### src/rtl/dspwm_cfg.svh
// Register offsets, field positions, codes and reset values for the dual-slope PWM block
`ifndef DSPWM_CFG_SVH
`define DSPWM_CFG_SVH

`define DSPWM_CHANS 3
`define DSPWM_ADDR_W 8
`define DSPWM_WORD_BYTES 8'h04

// Register byte offsets
`define DSPWM_OFS_CTRL 8'h00
`define DSPWM_OFS_COUNT 8'h04
`define DSPWM_OFS_CAPTOP 8'h08
`define DSPWM_OFS_CMPA 8'h0C
`define DSPWM_OFS_CMPB 8'h10
`define DSPWM_OFS_CMPC 8'h14
`define DSPWM_OFS_FLAGS 8'h18
`define DSPWM_OFS_STATUS 8'h1C

// Control register fields
`define DSPWM_CTRL_WGM 3:0
`define DSPWM_CTRL_CS 6:4
`define DSPWM_CTRL_COM_LSB 8
`define DSPWM_COM_W 2
`define DSPWM_CTRL_DDR_LSB 16
`define DSPWM_CTRL_RST 32'h0000_0000

// Flag register bits
`define DSPWM_FLG_OVF 0
`define DSPWM_FLG_CMP_LSB 1
`define DSPWM_FLG_CAP 4
`define DSPWM_FLG_W 5
`define DSPWM_FLG_RST 5'h00

// Waveform mode selector values
`define DSPWM_WGM_CAP_TOP 4'h8
`define DSPWM_WGM_CMPA_TOP 4'h9

// Output mode selector values
`define DSPWM_COM_OFF 2'h0
`define DSPWM_COM_TOGGLE 2'h1
`define DSPWM_COM_NONINV 2'h2
`define DSPWM_COM_INV 2'h3

// Clock select codes and divider masks
`define DSPWM_CS_DIV1 3'h1
`define DSPWM_CS_DIV8 3'h2
`define DSPWM_CS_DIV64 3'h3
`define DSPWM_CS_DIV256 3'h4
`define DSPWM_CS_DIV1024 3'h5
`define DSPWM_PRE_W 10
`define DSPWM_MASK_DIV8 10'h007
`define DSPWM_MASK_DIV64 10'h03F
`define DSPWM_MASK_DIV256 10'h0FF
`define DSPWM_MASK_DIV1024 10'h3FF

`define DSPWM_CNT_W 16
`define DSPWM_CNT_ZERO 16'h0000
`define DSPWM_CNT_ONE 16'h0001

`define DSPWM_RESP_OKAY 2'h0
`define DSPWM_RESP_SLVERR 2'h2

`endif

### src/rtl/dspwm_pkg.sv
// Types shared by the dual-slope PWM block
package dspwm_pkg;
  typedef enum logic [0:0] {
    dir_up = 1'b0,
    dir_down = 1'b1
  } dspwm_dir_e;
endpackage

### src/rtl/dspwm_prescale.sv
// Timer tick enable divider for the dual-slope PWM block
`timescale 1ns/1ns
`include "dspwm_cfg.svh"

module dspwm_prescale (
  input wire logic aclk,       // System clock
  input wire logic aresetn,    // Synchronous reset, active low
  input wire logic [2:0] clk_sel, // Divider select
  output logic timer_tick_enable // One-cycle tick pulse
);

  logic [`DSPWM_PRE_W-1:0] pre_count;
  logic [`DSPWM_PRE_W-1:0] mask;

  // Free-running so every divider stays aligned to the same phase
  always_ff @(posedge aclk) begin
    if (!aresetn) begin
      pre_count <= '0;
    end else begin
      pre_count <= pre_count + 1'b1;
    end
  end

  always_comb begin
    case (clk_sel)
      `DSPWM_CS_DIV8: mask = `DSPWM_MASK_DIV8;
      `DSPWM_CS_DIV64: mask = `DSPWM_MASK_DIV64;
      `DSPWM_CS_DIV256: mask = `DSPWM_MASK_DIV256;
      `DSPWM_CS_DIV1024: mask = `DSPWM_MASK_DIV1024;
      default: mask = '0;
    endcase
  end

  always_comb begin
    case (clk_sel)
      `DSPWM_CS_DIV1: timer_tick_enable = 1'b1;
      `DSPWM_CS_DIV8, `DSPWM_CS_DIV64, `DSPWM_CS_DIV256, `DSPWM_CS_DIV1024: begin
        timer_tick_enable = ((pre_count & mask) == mask);
      end
      default: timer_tick_enable = 1'b0;
    endcase
  end

endmodule // dspwm_prescale

### src/rtl/dspwm_top.sv
// Dual-slope phase and frequency correct PWM timer with AXI4-Lite registers
// Function
// - PWM operation runs when waveform mode selector is 8 or 9.
// - Counter runs zero up to top, then back down to zero, repeatedly.
// - Non-inverting clears on up-count match, sets on down-count match; inverting opposite.
// - Top comes from capture register in mode 8, compare A in mode 9.
// - Counter holds top value for exactly one timer tick before counting down.
// - Compare match flag sets on each PWM-mode timer tick where counter equals channel compare value.
// - Overflow flag sets in the tick the compare buffers load, at bottom.
// - Compare A or capture flag sets when counter reaches top it defines.
// - Active compare values load from buffers only at bottom of count.
// - Output mode two gives non-inverted PWM, three gives inverted PWM.
// - Waveform reaches pin only when pin direction bit selects output.
// - Compare zero holds output low, compare top high; inverted gives opposite.
// - Mode 9 with channel A output mode 1 toggles A on match.
// - All logic on the system clock, counting only on timer ticks.
// - Timer tick divides system clock by 1, 8, 64, 256 or 1024.
// - Compare writes go to a buffer, active value changes at update point.
// - Output mode 0 disconnects waveform, leaving pin under normal port control.
//
// The AXI4-Lite register port and the register addresses were decided locally.
`timescale 1ns/1ns
`include "dspwm_cfg.svh"

module dspwm_top (
  input wire logic aclk,                        // System clock, 100 MHz
  input wire logic aresetn,                     // Synchronous reset, active low
  input wire logic [`DSPWM_ADDR_W-1:0] s_axi_awaddr, // Write address
  input wire logic [2:0] s_axi_awprot,          // Write protection, unused
  input wire logic s_axi_awvalid,               // Write address valid
  output logic s_axi_awready,                   // Write address ready
  input wire logic [31:0] s_axi_wdata,          // Write data
  input wire logic [3:0] s_axi_wstrb,           // Write byte strobes
  input wire logic s_axi_wvalid,                // Write data valid
  output logic s_axi_wready,                    // Write data ready
  output logic [1:0] s_axi_bresp,               // Write response
  output logic s_axi_bvalid,                    // Write response valid
  input wire logic s_axi_bready,                // Write response ready
  input wire logic [`DSPWM_ADDR_W-1:0] s_axi_araddr, // Read address
  input wire logic [2:0] s_axi_arprot,          // Read protection, unused
  input wire logic s_axi_arvalid,               // Read address valid
  output logic s_axi_arready,                   // Read address ready
  output logic [31:0] s_axi_rdata,              // Read data
  output logic [1:0] s_axi_rresp,               // Read response
  output logic s_axi_rvalid,                    // Read data valid
  input wire logic s_axi_rready,                // Read data ready
  input wire logic [`DSPWM_CHANS-1:0] port_data, // Normal port output levels
  output logic [`DSPWM_CHANS-1:0] wave_output,  // Raw compare waveforms
  output logic [`DSPWM_CHANS-1:0] pin_out,      // Pin output level
  output logic [`DSPWM_CHANS-1:0] pin_oe_n,     // Pin output enable, active low
  output logic [`DSPWM_CNT_W-1:0] count_value   // Current counter value
);

  // Register state
  logic [31:0] ctrl;
  logic [`DSPWM_CNT_W-1:0] capture_top_value;
  logic [`DSPWM_CHANS-1:0][`DSPWM_CNT_W-1:0] cmp_buf;
  logic [`DSPWM_CHANS-1:0][`DSPWM_CNT_W-1:0] cmp_act;
  logic [`DSPWM_FLG_W-1:0] flags;
  dspwm_pkg::dspwm_dir_e dir;

  // Bus state
  logic aw_held;
  logic w_held;
  logic [`DSPWM_ADDR_W-1:0] aw_addr;
  logic [31:0] w_data;
  logic [3:0] w_strb;
  logic wr_fire;
  logic wr_hit;
  logic [31:0] rd_mux;
  logic rd_hit;

  // Decoded control
  logic [3:0] waveform_mode_sel;
  logic [`DSPWM_CHANS-1:0][`DSPWM_COM_W-1:0] output_mode_sel;
  logic [`DSPWM_CHANS-1:0] pin_direction_bit;
  logic timer_tick_enable;

  // Counter events
  logic pfc_mode;
  logic mode_cmpa_top;
  logic [`DSPWM_CNT_W-1:0] top_value;
  logic step;
  logic at_bottom;
  logic at_top;
  logic slope_up;
  logic [`DSPWM_CHANS-1:0] match;
  logic [`DSPWM_FLG_W-1:0] flag_set;
  logic [`DSPWM_FLG_W-1:0] flag_clr;

  assign waveform_mode_sel = ctrl[`DSPWM_CTRL_WGM];
  assign pfc_mode = (waveform_mode_sel == `DSPWM_WGM_CAP_TOP) ||
                    (waveform_mode_sel == `DSPWM_WGM_CMPA_TOP);
  assign mode_cmpa_top = (waveform_mode_sel == `DSPWM_WGM_CMPA_TOP);
  assign top_value = mode_cmpa_top ? cmp_act[0] : capture_top_value;
  assign step = timer_tick_enable && pfc_mode;
  assign at_bottom = (count_value == `DSPWM_CNT_ZERO);
  assign at_top = (dir == dspwm_pkg::dir_up) && (count_value >= top_value);
  // Bottom acts as up-slope, top as down-slope, so extreme compare values give steady levels
  assign slope_up = at_bottom || ((dir == dspwm_pkg::dir_up) && !at_top);

  dspwm_prescale u_prescale (
    .aclk(aclk),
    .aresetn(aresetn),
    .clk_sel(ctrl[`DSPWM_CTRL_CS]),
    .timer_tick_enable(timer_tick_enable)
  );

  // AXI4-Lite write: address and data taken in either order
  assign s_axi_awready = !aw_held && !s_axi_bvalid;
  assign s_axi_wready = !w_held && !s_axi_bvalid;
  assign wr_fire = aw_held && w_held && !s_axi_bvalid;

  always_ff @(posedge aclk) begin
    if (!aresetn) begin
      aw_held <= 1'b0;
      aw_addr <= '0;
    end else if (s_axi_awvalid && s_axi_awready) begin
      aw_held <= 1'b1;
      aw_addr <= s_axi_awaddr;
    end else if (wr_fire) begin
      aw_held <= 1'b0;
    end
  end

  always_ff @(posedge aclk) begin
    if (!aresetn) begin
      w_held <= 1'b0;
      w_data <= '0;
      w_strb <= '0;
    end else if (s_axi_wvalid && s_axi_wready) begin
      w_held <= 1'b1;
      w_data <= s_axi_wdata;
      w_strb <= s_axi_wstrb;
    end else if (wr_fire) begin
      w_held <= 1'b0;
    end
  end

  always_comb begin
    case (aw_addr)
      `DSPWM_OFS_CTRL, `DSPWM_OFS_COUNT, `DSPWM_OFS_CAPTOP, `DSPWM_OFS_CMPA, `DSPWM_OFS_CMPB,
      `DSPWM_OFS_CMPC, `DSPWM_OFS_FLAGS, `DSPWM_OFS_STATUS: wr_hit = 1'b1;
      default: wr_hit = 1'b0;
    endcase
  end

  always_ff @(posedge aclk) begin
    if (!aresetn) begin
      s_axi_bvalid <= 1'b0;
      s_axi_bresp <= `DSPWM_RESP_OKAY;
    end else if (wr_fire) begin
      s_axi_bvalid <= 1'b1;
      s_axi_bresp <= wr_hit ? `DSPWM_RESP_OKAY : `DSPWM_RESP_SLVERR;
    end else if (s_axi_bready) begin
      s_axi_bvalid <= 1'b0;
    end
  end

  // Control register, byte-lane writes
  always_ff @(posedge aclk) begin
    if (!aresetn) begin
      ctrl <= `DSPWM_CTRL_RST;
    end else if (wr_fire && aw_addr == `DSPWM_OFS_CTRL) begin
      for (int b = 0; b < 4; b++) begin
        if (w_strb[b]) begin
          ctrl[b*8 +: 8] <= w_data[b*8 +: 8];
        end
      end
    end
  end

  // Capture register is not buffered: a new top takes effect at once
  always_ff @(posedge aclk) begin
    if (!aresetn) begin
      capture_top_value <= `DSPWM_CNT_ZERO;
    end else if (wr_fire && aw_addr == `DSPWM_OFS_CAPTOP) begin
      if (w_strb[0]) begin
        capture_top_value[7:0] <= w_data[7:0];
      end
      if (w_strb[1]) begin
        capture_top_value[15:8] <= w_data[15:8];
      end
    end
  end

  // Dual-slope counter
  always_ff @(posedge aclk) begin
    if (!aresetn) begin
      count_value <= `DSPWM_CNT_ZERO;
      dir <= dspwm_pkg::dir_up;
    end else if (step) begin
      if (at_bottom) begin
        count_value <= `DSPWM_CNT_ONE;
        dir <= dspwm_pkg::dir_up;
      end else if (at_top) begin
        // Top stays on the counter for just this tick
        count_value <= count_value - `DSPWM_CNT_ONE;
        dir <= dspwm_pkg::dir_down;
      end else if (dir == dspwm_pkg::dir_up) begin
        count_value <= count_value + `DSPWM_CNT_ONE;
      end else begin
        count_value <= count_value - `DSPWM_CNT_ONE;
      end
    end
  end

  // Per-channel compare, buffer and waveform logic
  for (genvar i = 0; i < `DSPWM_CHANS; i++) begin : g_chan
    localparam logic [`DSPWM_ADDR_W-1:0] CmpOfs =
      `DSPWM_OFS_CMPA + `DSPWM_ADDR_W'(i) * `DSPWM_WORD_BYTES;
    logic connected;

    assign output_mode_sel[i] = ctrl[`DSPWM_CTRL_COM_LSB + i*`DSPWM_COM_W +: `DSPWM_COM_W];
    assign pin_direction_bit[i] = ctrl[`DSPWM_CTRL_DDR_LSB + i];
    // A mismatched top means this never fires for that channel
    assign match[i] = step && (count_value == cmp_act[i]);
    assign connected = (output_mode_sel[i] == `DSPWM_COM_NONINV) ||
                       (output_mode_sel[i] == `DSPWM_COM_INV) ||
                       ((output_mode_sel[i] == `DSPWM_COM_TOGGLE) && (i == 0) && mode_cmpa_top);

    always_ff @(posedge aclk) begin
      if (!aresetn) begin
        cmp_buf[i] <= `DSPWM_CNT_ZERO;
      end else if (wr_fire && aw_addr == CmpOfs) begin
        if (w_strb[0]) begin
          cmp_buf[i][7:0] <= w_data[7:0];
        end
        if (w_strb[1]) begin
          cmp_buf[i][15:8] <= w_data[15:8];
        end
      end
    end

    always_ff @(posedge aclk) begin
      if (!aresetn) begin
        cmp_act[i] <= `DSPWM_CNT_ZERO;
      end else if (step && at_bottom) begin
        cmp_act[i] <= cmp_buf[i];
      end
    end

    always_ff @(posedge aclk) begin
      if (!aresetn) begin
        wave_output[i] <= 1'b0;
      end else if (match[i]) begin
        case (output_mode_sel[i])
          `DSPWM_COM_NONINV: wave_output[i] <= !slope_up;
          `DSPWM_COM_INV: wave_output[i] <= slope_up;
          `DSPWM_COM_TOGGLE: begin
            if (i == 0 && mode_cmpa_top) begin
              wave_output[i] <= !wave_output[i];
            end
          end
          default: wave_output[i] <= wave_output[i];
        endcase
      end
    end

    always_ff @(posedge aclk) begin
      if (!aresetn) begin
        pin_out[i] <= 1'b0;
        pin_oe_n[i] <= 1'b1;
      end else begin
        pin_out[i] <= connected ? wave_output[i] : port_data[i];
        pin_oe_n[i] <= !pin_direction_bit[i];
      end
    end
  end

  // Flags: hardware set wins over a same-cycle write-one clear
  always_comb begin
    flag_set = '0;
    flag_set[`DSPWM_FLG_OVF] = step && at_bottom;
    flag_set[`DSPWM_FLG_CMP_LSB +: `DSPWM_CHANS] = match;
    if (step && count_value == top_value && dir == dspwm_pkg::dir_up) begin
      if (mode_cmpa_top) begin
        flag_set[`DSPWM_FLG_CMP_LSB] = 1'b1;
      end else begin
        flag_set[`DSPWM_FLG_CAP] = 1'b1;
      end
    end
  end

  always_comb begin
    flag_clr = '0;
    if (wr_fire && aw_addr == `DSPWM_OFS_FLAGS && w_strb[0]) begin
      flag_clr = w_data[`DSPWM_FLG_W-1:0];
    end
  end

  always_ff @(posedge aclk) begin
    if (!aresetn) begin
      flags <= `DSPWM_FLG_RST;
    end else begin
      flags <= (flags & ~flag_clr) | flag_set;
    end
  end

  // AXI4-Lite read, one cycle from address to data
  always_comb begin
    rd_mux = '0;
    rd_hit = 1'b1;
    case (s_axi_araddr)
      `DSPWM_OFS_CTRL: rd_mux = ctrl;
      `DSPWM_OFS_COUNT: rd_mux[`DSPWM_CNT_W-1:0] = count_value;
      `DSPWM_OFS_CAPTOP: rd_mux[`DSPWM_CNT_W-1:0] = capture_top_value;
      `DSPWM_OFS_CMPA: rd_mux[`DSPWM_CNT_W-1:0] = cmp_buf[0];
      `DSPWM_OFS_CMPB: rd_mux[`DSPWM_CNT_W-1:0] = cmp_buf[1];
      `DSPWM_OFS_CMPC: rd_mux[`DSPWM_CNT_W-1:0] = cmp_buf[2];
      `DSPWM_OFS_FLAGS: rd_mux[`DSPWM_FLG_W-1:0] = flags;
      `DSPWM_OFS_STATUS: rd_mux[0] = (dir == dspwm_pkg::dir_down);
      default: rd_hit = 1'b0;
    endcase
  end

  assign s_axi_arready = !s_axi_rvalid;

  always_ff @(posedge aclk) begin
    if (!aresetn) begin
      s_axi_rvalid <= 1'b0;
      s_axi_rdata <= '0;
      s_axi_rresp <= `DSPWM_RESP_OKAY;
    end else if (s_axi_arvalid && s_axi_arready) begin
      s_axi_rvalid <= 1'b1;
      s_axi_rdata <= rd_mux;
      s_axi_rresp <= rd_hit ? `DSPWM_RESP_OKAY : `DSPWM_RESP_SLVERR;
    end else if (s_axi_rready) begin
      s_axi_rvalid <= 1'b0;
    end
  end

endmodule // dspwm_top

### config.mk
export PLATFORM = sky130hd
export DESIGN_NAME = dspwm_top
export DESIGN_NICKNAME = d
export VERILOG_FILES = /design/src/rtl/dspwm_pkg.sv /design/src/rtl/dspwm_prescale.sv /design/src/rtl/dspwm_top.sv
export VERILOG_INCLUDE_DIRS = /design/src /design/src/rtl
export SDC_FILE = /design/constraint.sdc
export NUM_CORES = 1
export LEC_CHECK = 0
export ABC_AREA = 1
export BUFFER_PORTS_ARGS = -buffer_cell sky130_fd_sc_hd__buf_2
export CAP_MARGIN = 0
export CELL_PAD_IN_SITES_DETAIL_PLACEMENT = 1
export CELL_PAD_IN_SITES_GLOBAL_PLACEMENT = 1
export CORE_MARGIN = 5
export CORE_UTILIZATION = 45
export CTS_BUF_LIST = sky130_fd_sc_hd__clkbuf_8
export DETAILED_ROUTE_END_ITERATION = 10
export HOLD_SLACK_MARGIN = 0.05
export PLACE_DENSITY_LB_ADDON = 0.25
export REMOVE_ABC_BUFFERS = 1
export SLEW_MARGIN = 25
export SYNTH_ARGS = -nofsm -noshare
export SYNTH_HDL_FRONTEND = slang
export SYNTH_SLANG_ARGS = --single-unit
### constraint.sdc
create_clock -name aclk -period 5.85 [get_ports aclk]
set_input_delay 0 -clock aclk [delete_from_list [all_inputs] [get_ports aclk]]
set_output_delay 0 -clock aclk [all_outputs]
set_load 0.02 [all_outputs]
After elaboration in Yosys (flattened, before gate mapping)
Memory sizes are Yosys's and may differ from the RTL's. A register that Yosys moved wholly into a read port is not among the register bits.
Cells that the tools add are included.
{"block": "word_totals", "ff_bits": 269, "latch_bits": 0, "mem_bits_rw": 0, "mem_bits_ro": 32, "out_inout_bits": 66, "wordCells": 187, "memories": 1}
{"block": "classes", "n_addsub": 3, "mul": 0, "div_mod_pow": 0, "order_cmp": 1, "eq_ne": 32, "shifts": 0, "muxes": 37, "bitwise": 5, "n_reduce_logical": 70}
{"memory": "(no name shown)", "words": 32, "width": 1, "rd": 1, "rd_ports_with_merged_regs": 1, "wr": 0, "line": "dspwm_top.sv:141", "rtl": "case (aw_addr)"}
{"op": "$mux W16", "n": 5}
{"op": "$pmux W11 S6", "n": 1}
{"op": "$eq A16 B16 Y1", "n": 4}
{"op": "$eq A8 B5 Y1 const B", "n": 7}
{"op": "$pmux W10 S4", "n": 1}
{"op": "$eq A8 B4 Y1 const B", "n": 4}
{"op": "$reduce_and A2 Y1", "n": 15}
{"op": "$pmux W4 S7", "n": 1}
{"op": "$logic_and A1 B1 Y1", "n": 24}
{"op": "$mux W1", "n": 19}
{"op": "$add A16 B1 Y16 const B", "n": 1}
{"op": "$ge A16 B16 Y1", "n": 1}
{"op": "$logic_not A16 Y1", "n": 1}
{"op": "$logic_not A8 Y1", "n": 2}
{"op": "$sub A16 B1 Y16 const B", "n": 1}
{"op": "$mux W5", "n": 3}
{"op": "$reduce_bool A2 Y1", "n": 7}
{"op": "$eq A2 B2 Y1 const B", "n": 6}
{"op": "$add A10 B1 Y10 const B", "n": 1}
{"op": "$and A10 B10 Y10", "n": 1}
{"op": "$eq A10 B10 Y1", "n": 1}
{"op": "$logic_not A1 Y1", "n": 10}
{"op": "$eq A4 B4 Y1 const B", "n": 2}
{"op": "$eq A8 B3 Y1 const B", "n": 1}
{"op": "19 further kinds", "n": 29}

Depth between registers and ports, before layout
{"block": "depth", "depth_word": 10, "ltp_mapped": 22, "depth_no_buf": 20}

Modules after synthesis
From an unflattened synthesis, not the netlist that was laid out.
{"block": "unflattened", "cells_unflattened": 1771, "area_unflattened_um2": 12558.3}
{"module": "dspwm_top", "n_inst": 1, "cells_per_inst": 1698, "area_per_inst_um2": 12062.8}
{"module": "dspwm_prescale", "n_inst": 1, "cells_per_inst": 73, "area_per_inst_um2": 495.5}

Worst setup path before layout
Ideal clock, no wire load.
{"block": "synth_timing", "kind": "reg-to-reg", "from": "register ctrl[1]", "to": "register count_value[10]", "setup_time_ns": 0.110, "arrival_ns": 2.639, "t_required_ns": 5.740, "setup_slack_ns": 3.102, "path_stages_with_launch": 19, "synth_period_minus_slack_ns": 2.748, "cell_sequence": "dfxtp_1 nor3_1 nand2_1 clkinv_1 clkbuf_1 o21ai_0 ha_1 nand2_1 nor2_1 nand2_1 or2_0 clkbuf_2 nand2_4 buf_4 nand2_1 nand3_1 nand2_1 inv_1 nor2_1"}
{"block": "synth_between", "elab_chain_cells": 6}
{"item": "from (decl)", "line": "dspwm_top.sv:55", "rtl": "logic [31:0] ctrl;"}
{"item": "from (signal assigned)", "line": "dspwm_top.sv:163", "rtl": "ctrl <= `DSPWM_CTRL_RST;"}
{"item": "from (signal, indexed assignment)", "line": "dspwm_top.sv:167", "rtl": "ctrl[b*8 +: 8] <= w_data[b*8 +: 8];"}
{"item": "$eq A4 B4 Y1 (no source line)"}
{"item": "$mux W16", "line": "dspwm_top.sv:95", "rtl": "assign top_value = mode_cmpa_top ? cmp_act[0] : capture_top_value;"}
{"item": "$ge A16 B16 Y1", "line": "dspwm_top.sv:98", "rtl": "assign at_top = (dir == dspwm_pkg::dir_up) && (count_value >= top_value);"}
{"item": "$logic_and A1 B1 Y1", "line": "dspwm_top.sv:98"}
{"item": "$mux W16", "line": "dspwm_top.sv:196", "rtl": "end else if (at_top) begin"}
{"item": "$mux W16", "line": "dspwm_top.sv:193", "rtl": "if (at_bottom) begin"}
{"item": "to (signal assigned)", "line": "dspwm_top.sv:194", "rtl": "count_value <= `DSPWM_CNT_ONE;"}
{"item": "to (signal assigned)", "line": "dspwm_top.sv:198", "rtl": "count_value <= count_value - `DSPWM_CNT_ONE;"}
{"item": "to (signal assigned)", "line": "dspwm_top.sv:201", "rtl": "count_value <= count_value + `DSPWM_CNT_ONE;"}
{"item": "to (decl)", "line": "dspwm_top.sv:51", "rtl": "output logic [`DSPWM_CNT_W-1:0] count_value"}
Several ways; a longest one is shown, not always the timed one.
A chain may end at the register's enable or synchronous reset.

Worst setup path in the final report
{"block": "layout_timing", "from": "register ctrl[1]", "to": "register wave_output[1]"}
{"block": "layout_between", "elab_chain_cells": 9}
{"item": "$eq A4 B4 Y1 (no source line)"}
{"item": "$mux W16", "line": "dspwm_top.sv:95"}
{"item": "$ge A16 B16 Y1", "line": "dspwm_top.sv:98"}
{"item": "$logic_and A1 B1 Y1", "line": "dspwm_top.sv:98"}
{"item": "$logic_not A1 Y1", "line": "dspwm_top.sv:100", "rtl": "assign slope_up = at_bottom || ((dir == dspwm_pkg::dir_up) && !at_top);"}
{"item": "$logic_and A1 B1 Y1", "line": "dspwm_top.sv:100"}
{"item": "$logic_or A1 B1 Y1", "line": "dspwm_top.sv:100"}
{"item": "$logic_not A1 Y1", "line": "dspwm_top.sv:248", "rtl": "`DSPWM_COM_NONINV: wave_output[i] <= !slope_up;"}
{"item": "$pmux W1 S2", "line": "dspwm_top.sv:247", "rtl": "case (output_mode_sel[i])"}
{"item": "to (signal, indexed assignment)", "line": "dspwm_top.sv:248"}
{"item": "to (signal, indexed assignment)", "line": "dspwm_top.sv:249", "rtl": "`DSPWM_COM_INV: wave_output[i] <= slope_up;"}
{"item": "to (signal, indexed assignment)", "line": "dspwm_top.sv:252", "rtl": "wave_output[i] <= !wave_output[i];"}
{"item": "to (decl)", "line": "dspwm_top.sv:48", "rtl": "output logic [`DSPWM_CHANS-1:0] wave_output,"}
Several ways; a longest one is shown, not always the timed one.

==> flow_summary.json <==
{
  "maxSlewViolCount": 0,
  "cts_root_buf": "clkbuf_8",
  "rsz0062_at_grt": "false",
  "rows": 61,
  "p_per_area_mw_per_mm2": 270,
  "numCtsBuffers": 46,
  "die_w_um": 178,
  "seq_power_share_pct": 46.9,
  "drive_gt1_share_pct": 13.3,
  "syn-cell-area_mm2": 0.0127,
  "clk_latency_ns": 0.58,
  "globalRouteTotalUtil_pct": 29.2,
  "wirelength_um": 47100,
  "p_sw_uw": 1090,
  "hold_viol_final": 0,
  "vias": 12800,
  "clk_pin_slew_ns": 0.07,
  "finalSetupViolCount": 0,
  "initial_core_util_pct": 45.6,
  "vias_per_cell": 5.48,
  "synth_edf_count": 0,
  "antenna_found_initial": 0,
  "p_comb_share_pct": 8.0,
  "finalNetCount": 2007,
  "intPower_uw": 3010,
  "ys_types": 41,
  "drc": 0,
  "firstDrtPassIters": 5,
  "grt_max_degree": 73,
  "required_ns": 6.31,
  "arrival_ns": 4.20,
  "pin_count": 134,
  "maxClockFrequency_mhz": 267,
  "fin_setup_tns_ns": 0,
  "grt_pass1_wl_um": 73500,
  "final_cells": 2334,
  "postCtsSetupRepairBufs": 0,
  "mostFrequentLayoutCells": "268 x dfxtp_1, 252 x nand2_1, 241 x inv_1",
  "startpoint_type": "flop",
  "finalCriticalPeriod_ns": 3.74,
  "fin_crit_sh_pct": 63.9,
  "dieHeight_um": 178,
  "yosysWarnings": 0,
  "gp_congestion": 0.866,
  "drv_cap": 0,
  "dpl_cell_area_mm2": 0.0134,
  "leakage_uw": 0.00644,
  "synth_seq_cells": 268,
  "grt_overflow": 0,
  "h-tree-depth": 2,
  "irDropWorstVdd_v": 0.000205,
  "cp-end-kind": "flop",
  "clock_power_share_pct": 45.1,
  "synth_cells": 1753,
  "sw_frac_of_total_pct": 26.5,
  "async_flop_share_pct": 0,
  "ys.flop_type": "dfxtp_1",
  "cts.repair.resized": 0,
  "antenna_cells": 0,
  "syn_avg_cell_area_um2": 7.25,
  "hp-class": "in -> reg",
  "cp_max_fo": 18,
  "ys_seq_area_share_pct": 42.2,
  "grt_pass1_vias": 13600,
  "fin_area_mm2": 0.0152,
  "detail-route-antenna-nets": 0,
  "io_buffers": 125,
  "path_class": "reg -> reg",
  "mostFrequentLayoutCell": "dfxtp_1",
  "p_total_uw": 4100,
  "cts.sinks": 268,
  "drt_iter0_drc": 810,
  "dp.cells": 2174,
  "area_growth_pct": 19.2,
  "status": "complete, no violations",
  "dp_hpwl_um": 28600,
  "core_area_mm2": 0.0279,
  "tightest_slew_ns": 1.04,
  "cts_tree": "yes",
  "timing.slew.headroom_pct": 30.5,
  "wl_per_cell_um": 20.2,
  "dieArea_mm2": 0.0317,
  "fin_skew_ns": 0.0332,
  "clockBufferDepth": 3
}
cell usage after synthesis (14+ instances only):
cell / n / area [um^2]
xor2_1: 36 / 315
inv_1: 232 / 871
nor3_1: 17 / 85.1
nor2_1: 197 / 739
a211oi_1: 30 / 225
dfxtp_1: 268 / 5370
nand3_1: 68 / 340
ha_1: 20 / 250
clkbuf_1: 54 / 203
o22ai_1: 19 / 119
o21ai_0: 217 / 1090
a21oi_1: 193 / 966
buf_6: 14 / 158
buf_2: 19 / 95.1
nand2_1: 253 / 950
nand4_1: 18 / 113
layout make-up:
| cell class | count | area [um^2] |
|---|---|---|
| flip-flops and latches | 268 | 5370 |
| inverters | 247 | 927 |
| well taps | 378 | 473 |
| repair buffers | 212 | 1470 |
| clock buffers | 64 | 881 |
| clock inverters | 21 | 125 |
| multi-input cells | 1144 | 5920 |
| fillers | 3534 | 12700 |
logic make-up after synthesis:
| family | share of synthesized area, % |
|---|---|
| AO/OA/AOI/OAI | 21.3 |
| XOR/XNOR | 3.03 |
| adder cells (fa/ha/maj) | 1.97 |
| buffers and inverters | 11.3 |
| flip-flops | 42.2 |
| other | 0.0295 |
| AND/OR/NAND/NOR | 20.2 |
state kept, by name, summed over array words and instances (netlist names), 3 cells and up, named ones only:
name                  flops
pin_out                   3
capture_top_value        16
pin_oe_n                  3
ctrl                     32
count_value              16
wave_output               3
w_data                   32
aw_addr                   8
flags                     5
s_axi_rdata              32
w_strb                    4
u_prescale.pre_count     10
cmp_act                  48
cmp_buf                  48
routing by layer:
metal	track usage (%)	vias to the layer above	wire, um
met5	0	-	0
met4	9.64	0	1370
met3	5.19	107	2620
met2	52.2	387	23300
met1	35.5	6222	19800
li1	-	6075	-
critical path, cell delays in order, from the launching register on:
cell and delay, ns:
dfxtp_1 0.37, nor3_1 0.10, nand2_1 0.07, buf_4 0.25, clkinv_1 0.54, nand2_1 0.18, o21ai_0 0.11, ha_1 0.31
nand2_1 0.07, nor2_1 0.19, nand2_1 0.14, nor2_1 0.13, nand2_1 0.07, nand2_1 0.07, nor2_2 0.03, buf_4 0.18
nand2_4 0.25, nand2_1 0.16, nand2_1 0.11, nand3_1 0.10, nand2_1 0.12, inv_1 0.06
through the flow:
| step | worst slack, ns | hold WS (ns) | util, % |
|---|---|---|---|
| after floorplan | 2.92 | 0.0690 | - |
| after global placement | 2.36 | 0.245 | 48.1 |
| after detailed placement | 2.28 | 0.248 | 48.1 |
| after CTS | 2.18 | 0.0550 | 54.4 |
| after global routing | 1.78 | 0.0571 | 54.4 |
| final | 2.11 | 0.0829 | 54.4 |
path summary, 6_finish.rpt:
kind | start | endpoint | slack, ns | depth (start not counted)
worst min register to register | flop | s_axi_bresp[1]$_SDFFE_PN0P_ | 0.42 | 1
worst min-delay path | s_axi_araddr[1] | s_axi_rresp[1]$_SDFFE_PN0P_ | 0.08 | 5
worst max register to register | ctrl[1]$_SDFFE_PN0P_ | wave_output[1]$_SDFFE_PN0P_ | 2.11 | 21
worst max-delay path | ctrl[1]$_SDFFE_PN0P_ | wave_output[1]$_SDFFE_PN0P_ | 2.11 | 21
repair_timing:
item / CTS / global route
hold buffers: 75 / 0
endpoints found under the setup margin: 0 / 0
endpoints found under the hold margin: 106 / 0
power groups by stage:
stage | Combinational [uW] | Sequential (uW) | Clock [uW]
6_report | 326 | 1920 | 1850
5_1_grt | 352 | 1930 | 1960
4_1_cts | 303 | 1920 | 1850
3_5_place_dp | 258 | 1960 | 0
3_3_place_gp | 249 | 1950 | 0
2_1_floorplan | 134 | 1960 | 0
(Power assumes the default switching activity.)
